## config.mk

```make
export PLATFORM = sky130hd
export DESIGN_NAME = lse_status_flags
export DESIGN_NICKNAME = d
export VERILOG_FILES = /design/src/design/lse_pkg.sv /design/src/design/lse_status_flags.sv /design/src/design/lse_sticky_flag.sv
export VERILOG_INCLUDE_DIRS = /design/src /design/src/design
export SDC_FILE = /design/constraint.sdc
export NUM_CORES = 1
export LEC_CHECK = 0
export BUFFER_PORTS_ARGS = -buffer_cell sky130_fd_sc_hd__buf_2
export CORE_MARGIN = 2
export CORE_UTILIZATION = 47
export CTS_CLUSTER_SIZE = 30
export DETAILED_ROUTE_END_ITERATION = 10
export GPL_TIMING_DRIVEN = 0
export PLACE_DENSITY = 0.88
export SLEW_MARGIN = 20
export SYNTH_ARGS = -nofsm -noshare
export SYNTH_HDL_FRONTEND = slang
export SYNTH_SLANG_ARGS = --single-unit
```

## constraint.sdc

```tcl
create_clock -name clk -period 1.7 [get_ports clk]
set_clock_uncertainty 0.2 [all_clocks]
set_input_delay 0.425 -clock clk [delete_from_list [all_inputs] [get_ports clk]]
set_output_delay 0.425 -clock clk [all_outputs]
set_load 0.02 [all_outputs]
```

## src/design/lse_defines.svh

```systemverilog
// Register addresses, field positions, reset values and timing counts for the LIN flag block.
`ifndef LSE_DEFINES_SVH
`define LSE_DEFINES_SVH

`define LSE_ADDR_W 8
`define LSE_DATA_W 8

`define LSE_ADDR_CTRL 8'h08
`define LSE_ADDR_STATUS 8'h09
`define LSE_ADDR_ERR 8'h0a

`define LSE_CTRL_STOP 7
`define LSE_CTRL_DATA_ACKNOWLEDGE_BIT 4
`define LSE_CTRL_INTERRUPT_RESET_BIT 3
`define LSE_CTRL_ERROR_RESET_BIT 2

`define LSE_ST_DATA_REQUEST_FLAG 4
`define LSE_ST_INT 3
`define LSE_ST_ERROR 2
`define LSE_ST_WAKEUP 1
`define LSE_ST_DONE 0

`define LSE_ERR_SYNC 4
`define LSE_ERR_PARITY 3
`define LSE_ERR_TIMEOUT 2
`define LSE_ERR_CHECKSUM 1
`define LSE_ERR_BIT 0
`define LSE_ERR_FLAGS 5

`define LSE_RESET_BYTE 8'h00
`define LSE_MAX_FRAME_BITS 8'hae

`endif

```

## src/design/lse_pkg.sv

```systemverilog
// Types shared by the LIN status and error flag block.
package lse_pkg;
  typedef logic [7:0] lse_byte_t;
  typedef logic [4:0] lse_err_t;
  typedef enum logic [2:0] {
    LSE_IDLE = 3'b001,
    LSE_FRAME = 3'b010,
    LSE_LATE = 3'b100
  } lse_frame_state_t;
endpackage

```

## src/design/lse_status_flags.sv

```systemverilog
// Status and error flag logic of a LIN controller with its indirect register port.
`timescale 1ns/1ps
`include "lse_defines.svh"

module lse_status_flags
  import lse_pkg::*;
(
  input wire logic clk,
  input wire logic rst_n,
  input wire logic [`LSE_ADDR_W-1:0] reg_addr,
  input wire logic [`LSE_DATA_W-1:0] reg_wdata,
  input wire logic reg_wr,
  input wire logic reg_rd,
  output lse_byte_t reg_rdata,
  input wire logic slave_mode,
  input wire logic frame_start,
  input wire logic frame_end,
  input wire logic bit_tick,
  input wire logic id_received,
  input wire logic first_byte_done,
  input wire logic ack_consumed,
  input wire logic irq_event,
  input wire logic tx_start,
  input wire logic tx_complete,
  input wire logic wakeup_tx_active,
  input wire logic wakeup_rx,
  input wire logic sync_tol_fail,
  input wire logic parity_fail,
  input wire logic master_no_response,
  input wire logic slave_no_data,
  input wire logic checksum_valid,
  input wire logic [7:0] checksum_received,
  input wire logic [7:0] checksum_computed,
  input wire logic tx_active,
  input wire logic bit_sample,
  input wire logic tx_bit,
  input wire logic lin_rx_pin,
  output logic data_acknowledge_bit,
  output logic stop_request,
  output logic lin_irq_pending
);

  logic rx_meta;
  logic rx_sync;
  logic wr_ctrl;
  logic error_reset_bit;
  logic interrupt_reset_bit;
  logic ack_or_stop_seen;
  logic data_request_flag;
  logic interrupt_pending_flag;
  logic comm_error;
  logic wakeup_seen;
  logic wakeup_status;
  logic done_flag;
  logic late_ack;
  logic frame_overrun;
  logic [7:0] frame_bits;
  lse_frame_state_t frame_state;
  lse_frame_state_t next_frame_state;
  lse_err_t err_set;
  lse_err_t err_q;
  lse_byte_t lin_error_flags;
  lse_byte_t lin_controller_status;
  lse_byte_t lin_control_reg;
  lse_byte_t next_rdata;

  // The bus pin is asynchronous to clk; only the second stage is used.
  always_ff @(posedge clk or negedge rst_n) begin
    // Reset to the recessive idle level so no false bit error follows reset.
    if (!rst_n) begin
      rx_meta <= 1'b1;
      rx_sync <= 1'b1;
    end else begin
      rx_meta <= lin_rx_pin;
      rx_sync <= rx_meta;
    end
  end

  assign wr_ctrl = reg_wr && (reg_addr == `LSE_ADDR_CTRL);
  // Reset bits act only on a write of one and are never stored.
  assign error_reset_bit = wr_ctrl && reg_wdata[`LSE_CTRL_ERROR_RESET_BIT];
  assign interrupt_reset_bit = wr_ctrl && reg_wdata[`LSE_CTRL_INTERRUPT_RESET_BIT];

  // Acknowledge is held until the frame engine consumes it or a frame starts; a new write wins.
  always_ff @(posedge clk or negedge rst_n) begin
    if (!rst_n) begin
      data_acknowledge_bit <= 1'b0;
    end else if (wr_ctrl && reg_wdata[`LSE_CTRL_DATA_ACKNOWLEDGE_BIT]) begin
      data_acknowledge_bit <= 1'b1;
    end else if (ack_consumed || frame_start) begin
      data_acknowledge_bit <= 1'b0;
    end
  end

  always_ff @(posedge clk or negedge rst_n) begin
    if (!rst_n) begin
      stop_request <= 1'b0;
    end else begin
      stop_request <= wr_ctrl && reg_wdata[`LSE_CTRL_STOP];
    end
  end

  // Remembers whether software answered the identifier with acknowledge or stop.
  always_ff @(posedge clk or negedge rst_n) begin
    if (!rst_n) begin
      ack_or_stop_seen <= 1'b0;
    end else if (wr_ctrl && (reg_wdata[`LSE_CTRL_DATA_ACKNOWLEDGE_BIT] || reg_wdata[`LSE_CTRL_STOP])) begin
      ack_or_stop_seen <= 1'b1;
    end else if (id_received) begin
      ack_or_stop_seen <= 1'b0;
    end
  end

  // The deadline is the end of the first byte after the identifier.
  assign late_ack = slave_mode && first_byte_done && !ack_or_stop_seen &&
    !(wr_ctrl && (reg_wdata[`LSE_CTRL_DATA_ACKNOWLEDGE_BIT] || reg_wdata[`LSE_CTRL_STOP]));

  // Frame length watchdog counted in bit times between start and end.
  always_comb begin
    next_frame_state = frame_state;
    unique case (frame_state)
      LSE_IDLE: begin
        if (frame_start) begin
          next_frame_state = LSE_FRAME;
        end
      end
      LSE_FRAME: begin
        if (frame_end) begin
          next_frame_state = LSE_IDLE;
        end else if (bit_tick && (frame_bits == `LSE_MAX_FRAME_BITS - 8'h01)) begin
          next_frame_state = LSE_LATE;
        end
      end
      LSE_LATE: begin
        if (frame_end || frame_start) begin
          next_frame_state = frame_start ? LSE_FRAME : LSE_IDLE;
        end
      end
      default: begin
        next_frame_state = LSE_IDLE;
      end
    endcase
  end

  always_ff @(posedge clk or negedge rst_n) begin
    if (!rst_n) begin
      frame_state <= LSE_IDLE;
    end else begin
      frame_state <= next_frame_state;
    end
  end

  always_ff @(posedge clk or negedge rst_n) begin
    if (!rst_n) begin
      frame_bits <= 8'h00;
    end else if (frame_start) begin
      frame_bits <= 8'h00;
    end else if (frame_state == LSE_FRAME && bit_tick) begin
      frame_bits <= frame_bits + 8'h01;
    end
  end

  assign frame_overrun = (frame_state == LSE_FRAME) && (next_frame_state == LSE_LATE);

  // Error event sources; sync, parity and the no-response sources are gated by the mode they apply in.
  always_comb begin
    err_set = 5'h00;
    err_set[`LSE_ERR_SYNC] = slave_mode && sync_tol_fail;
    err_set[`LSE_ERR_PARITY] = slave_mode && parity_fail;
    err_set[`LSE_ERR_TIMEOUT] = (!slave_mode && master_no_response) ||
      (slave_mode && slave_no_data) ||
      frame_overrun || late_ack;
    err_set[`LSE_ERR_CHECKSUM] = checksum_valid && (checksum_received != checksum_computed);
    // Synchronised bus level is compared with the driven bit at the sample point.
    err_set[`LSE_ERR_BIT] = tx_active && bit_sample && (rx_sync != tx_bit);
  end

  genvar gi;
  generate
    for (gi = 0; gi < `LSE_ERR_FLAGS; gi++) begin : g_err
      lse_sticky_flag u_flag (
        .clk(clk),
        .rst_n(rst_n),
        .set(err_set[gi]),
        .clr(error_reset_bit),
        .q(err_q[gi])
      );
    end
  endgenerate

  // Aggregate error follows any individual flag event.
  lse_sticky_flag u_error (
    .clk(clk),
    .rst_n(rst_n),
    .set(|err_set),
    .clr(error_reset_bit),
    .q(comm_error)
  );

  // Pending interrupt gathers external requests, errors, requests and completion.
  lse_sticky_flag u_int (
    .clk(clk),
    .rst_n(rst_n),
    .set(irq_event || (|err_set) || tx_complete || (slave_mode && id_received)),
    .clr(interrupt_reset_bit),
    .q(interrupt_pending_flag)
  );

  // Data request lasts until acknowledged or a new frame begins.
  lse_sticky_flag u_dreq (
    .clk(clk),
    .rst_n(rst_n),
    .set(slave_mode && id_received),
    .clr(frame_start || (wr_ctrl && reg_wdata[`LSE_CTRL_DATA_ACKNOWLEDGE_BIT])),
    .q(data_request_flag)
  );

  // A received wakeup is remembered until the next frame starts.
  lse_sticky_flag u_wake (
    .clk(clk),
    .rst_n(rst_n),
    .set(wakeup_rx),
    .clr(frame_start),
    .q(wakeup_seen)
  );

  assign wakeup_status = wakeup_tx_active || wakeup_seen;

  // Completion beats a start in the same cycle so a finish is never lost.
  lse_sticky_flag u_done (
    .clk(clk),
    .rst_n(rst_n),
    .set(tx_complete),
    .clr(tx_start),
    .q(done_flag)
  );

  assign lin_irq_pending = interrupt_pending_flag;

  // Upper bits are tied low; writes to this address are ignored.
  assign lin_error_flags = {3'b000, err_q};

  always_comb begin
    lin_controller_status = `LSE_RESET_BYTE;
    lin_controller_status[`LSE_ST_DATA_REQUEST_FLAG] = data_request_flag;
    lin_controller_status[`LSE_ST_INT] = interrupt_pending_flag;
    lin_controller_status[`LSE_ST_ERROR] = comm_error;
    lin_controller_status[`LSE_ST_WAKEUP] = wakeup_status;
    lin_controller_status[`LSE_ST_DONE] = done_flag;
  end

  // Reset bits and stop always read back as zero.
  always_comb begin
    lin_control_reg = `LSE_RESET_BYTE;
    lin_control_reg[`LSE_CTRL_DATA_ACKNOWLEDGE_BIT] = data_acknowledge_bit;
  end

  // Read data is registered so the port sees a stable byte one cycle after the strobe.
  always_comb begin
    next_rdata = reg_rdata;
    if (reg_rd) begin
      unique case (reg_addr)
        `LSE_ADDR_CTRL: next_rdata = lin_control_reg;
        `LSE_ADDR_STATUS: next_rdata = lin_controller_status;
        `LSE_ADDR_ERR: next_rdata = lin_error_flags;
        default: next_rdata = `LSE_RESET_BYTE;
      endcase
    end
  end

  always_ff @(posedge clk or negedge rst_n) begin
    if (!rst_n) begin
      reg_rdata <= `LSE_RESET_BYTE;
    end else begin
      reg_rdata <= next_rdata;
    end
  end

endmodule

```

## src/design/lse_sticky_flag.sv

```systemverilog
// One sticky flag: an event sets it, a clear request resets it, and a set wins over a clear.
`timescale 1ns/1ps
module lse_sticky_flag (
  input wire logic clk,
  input wire logic rst_n,
  input wire logic set,
  input wire logic clr,
  output logic q
);
  // Set has priority so an event landing in the clearing cycle is kept.
  always_ff @(posedge clk or negedge rst_n) begin
    if (!rst_n) begin
      q <= 1'b0;
    end else if (set) begin
      q <= 1'b1;
    end else if (clr) begin
      q <= 1'b0;
    end
  end
endmodule

```

==> impl_metrics.csv <==
group,metric,value,unit
critical_path,required,1.79,ns
logic_synthesis,synthCells,159,
die,die_x,62.9,microns
detailed_routing,routed_wl,3.33,mm
detailed_routing,drc,0,
logic_synthesis,ys_ff_latch,31,
final_layout,final_nets,286,
grt,first_global_vias,1251,
clocking,cts_buffers,5,
logic_synthesis,syn_area,1630,sq um
sta,worstMarginPinSlew,0.637,ns
logic_synthesis,yosys.area.top_type,"dfrtp_1",
logic_synthesis,avgSynthCellArea,10.3,sq um
pwr,p_leak,0.992,nW
min_path,holdPathStages,2,
sta,fmaxAchievable,0.619,GHz
detailed_routing,dr.pass1.iters,4,
logic_synthesis,synth-edff-count,0,
sta,slew_headroom,57.5,%
final_layout,post-route-cell-area,2070,sq um
logic_synthesis,ys_types,45,
sta,period_minus_slack,1.62,ns
die,coreArea,3340,sq um
sta,rsz0062_at_grt,"false",
logic_synthesis,synthArstFlopShare,100,%
die,initial_utilization,48.9,%
critical_path,crit_arrival,1.71,ns
logic_synthesis,synth.area.top_cells,"dfrtp_1 43%, xnor2_1 5.9%, dfstp_2 4.8%",
flow_run,cap_violations,0,
critical_path,cp_max_fo,4,
clocking,cts_setup_buffers,0,
grt,grt_overflow,0,
clocking,cts_root_buf,"clkbuf_4",
final_layout,area_delta_synth_final,26.9,%
logic_synthesis,synth_most_common_cell,"dfrtp_1",
final_layout,antennaDiodeCount,0,
die,rows,21,
min_path,holdCritStartpoint,"ack_consumed",
placed_design,gp_congestion,0.824,
grt,grt_pass1_wl,5.39,mm
sta,hold_viol,0,
placed_design,dpl_cell_area,1990,sq um
critical_path,cp-startpoint,"frame_bits[1]",
die,pin_count,68,
critical_path,crit_type,"reg2reg",
pwr,p_total,1.47,mW
pwr,p_per_area,711,nW/um^2
final_layout,drive_gt1_share,36.0,%
detailed_routing,vias,1385,
logic_synthesis,synth_warnings,0,
clocking,cts_sinks,31,
placed_design,hpwl,2.62,mm
sta,fin_tns_setup,0,ns
clocking,cts.clk_slew.worst_paths,0.10,ns
critical_path,endpoint_kind,"flop",
placed_design,portBuffers,58,
pwr,peakVddDrop,0.408,mV
clocking,htree_levels,2,
detailed_routing,via_per_inst,5.05,
grt,grt_max_degree,32,
logic_synthesis,synth_common_cells,"28 x dfrtp_1, 11 x nor2_1, 11 x xnor2_1",
critical_path,r2r-start,"frame_bits[1]",
sta,drv_slew,0,
logic_synthesis,seq_area_frac_synth,47.7,%
clocking,insertion_delay,0.35,ns
grt,antenna_found_initial,0,
critical_path,reg2reg_depth,6,
min_path,min_path_type,"in2reg",
grt,grtUsageTotal,17.7,%
clocking,clockBufferDepth,2,
detailed_routing,drtIter0Drc,51,
sta,setup_viol,0,
logic_synthesis,synth_ff_type,"dfrtp_1",
logic_synthesis,synth_top_area_share,42.9,%
sta,finalCritPeriodShare,95.1,%
outcome,outcome,"finished, final reports clean",
die,die_area,3960,sq um
detailed_routing,final_antenna_net_count,0,
die,die_y,62.9,microns
critical_path,start_kind,"flop",
detailed_routing,routedWlPerCell,12.1,microns
clocking,cts_tree,"built",
==> cells by family (layout without fill, tap and decap cells) <==
logic type	Yosys count	count (layout)	synth area share [%]
flip-flops	31	31	47.7
other	1	3	0.230
AND/OR/NAND/NOR	57	57	21.1
XOR/XNOR	17	17	9.12
AO/OA/AOI/OAI	31	31	13.5
multiplexers	3	3	1.92
buffers and inverters	17	84	4.90
adder cells (fa/ha/maj)	2	2	1.53
==> critical path: stages (launching register included) <==
cell	delay, ns
dfrtp_1	0.42
inv_1	0.07
ha_1	0.13
nand4bb_1	0.20
nor4_4	0.31
nand2b_1	0.15
a221o_1	0.10
==> per-layer routing <==
| metal | track usage, % | vias up | routed length (microns) |
|---|---|---|---|
| met5 | 0 | - | 0 |
| met4 | 9.44 | 0 | 63 |
| met3 | 5.77 | 8 | 185 |
| met2 | 27.3 | 34 | 1620 |
| met1 | 22.0 | 653 | 1460 |
| li1 | - | 690 | - |
==> stage by stage <==
stage	worst slack (ns)	instances	utilization (%)	hold WS (ns)
after floorplan	0.0549	161	-	-0.0706
after global placement	-0.187	265	59.6	0.147
after detailed placement	-0.193	265	59.6	0.154
after CTS	0.0521	275	62.0	0.0516
after global routing	0.00465	274	62.1	0.0448
final	0.0838	274	62.1	0.0644
==> worst paths after layout <==
| kind | end | slack, ns |
|---|---|---|
| max | g_err[2].u_flag.q | 0.08 |
| max reg2reg | g_err[2].u_flag.q | 0.08 |
| min | data_acknowledge_bit | 0.06 |
| min reg2reg | rx_sync | 0.16 |
| max in group asynchronous | reg_rdata[4] | 0.44 |
| min in group asynchronous | g_err[3].u_flag.q | 0.44 |
==> timing repair <==
item,CTS,global route
endpoints found under the setup margin,0,3
hold buffers,2,0
resized for setup,0,1
hold endpoints to repair,29,0
==> power breakdown <==
group,switching (mW),total (mW),internal [mW]
sequential,0.0220,0.790,0.768
clock,0.247,0.447,0.200
combinational,0.120,0.236,0.116
==> layout by cell type, fill, tap and decap left out, types with 2 or more instances in the layout <==
master / Yosys / routed
xnor2_1: 11 / 11
a22o_1: 3 / 3
nand4_1: 8 / 8
and3_1: 3 / 3
nand3_1: 8 / 8
o21ai_0: 10 / 10
dfrtp_1: 28 / 28
nor4_4: 1 / 2
dlygate4sd3_1: 0 / 2
buf_2: 1 / 58
nand2b_1: 2 / 2
buf_4: 4 / 4
xor2_1: 6 / 6
a21oi_1: 2 / 2
nor2_1: 11 / 11
ha_1: 2 / 2
clkbuf_4: 0 / 5
a211oi_1: 2 / 2
clkbuf_1: 2 / 3
nand2_1: 10 / 10
dfstp_2: 3 / 3
nor2b_1: 3 / 3
a21o_1: 3 / 3
mux2i_1: 2 / 2
a22o_2: 2 / 2
and2_1: 2 / 2
conb_1: 1 / 3
inv_1: 10 / 10
==> flip-flops by register name, indices dropped and copies added (netlist names), 3 cells and up <==
register        cells
reg_rdata           5
g_err.u_flag.q      5
frame_state         3
frame_bits          8
==> layout make-up <==
| type | instances | area (sq um) |
|---|---|---|
| Clock inverter | 1 | 5.00 |
| Timing Repair Buffer | 60 | 310 |
| Sequential cell | 31 | 779 |
| Fill cell | 297 | 1260 |
| Multi-Input combinational cell | 113 | 790 |
| Tap cell | 46 | 57.6 |
| Clock buffer | 7 | 55.1 |
| Buffer | 6 | 37.5 |
| Inverter | 10 | 37.5 |
Note: power is estimated with default switching activity, not from simulation.
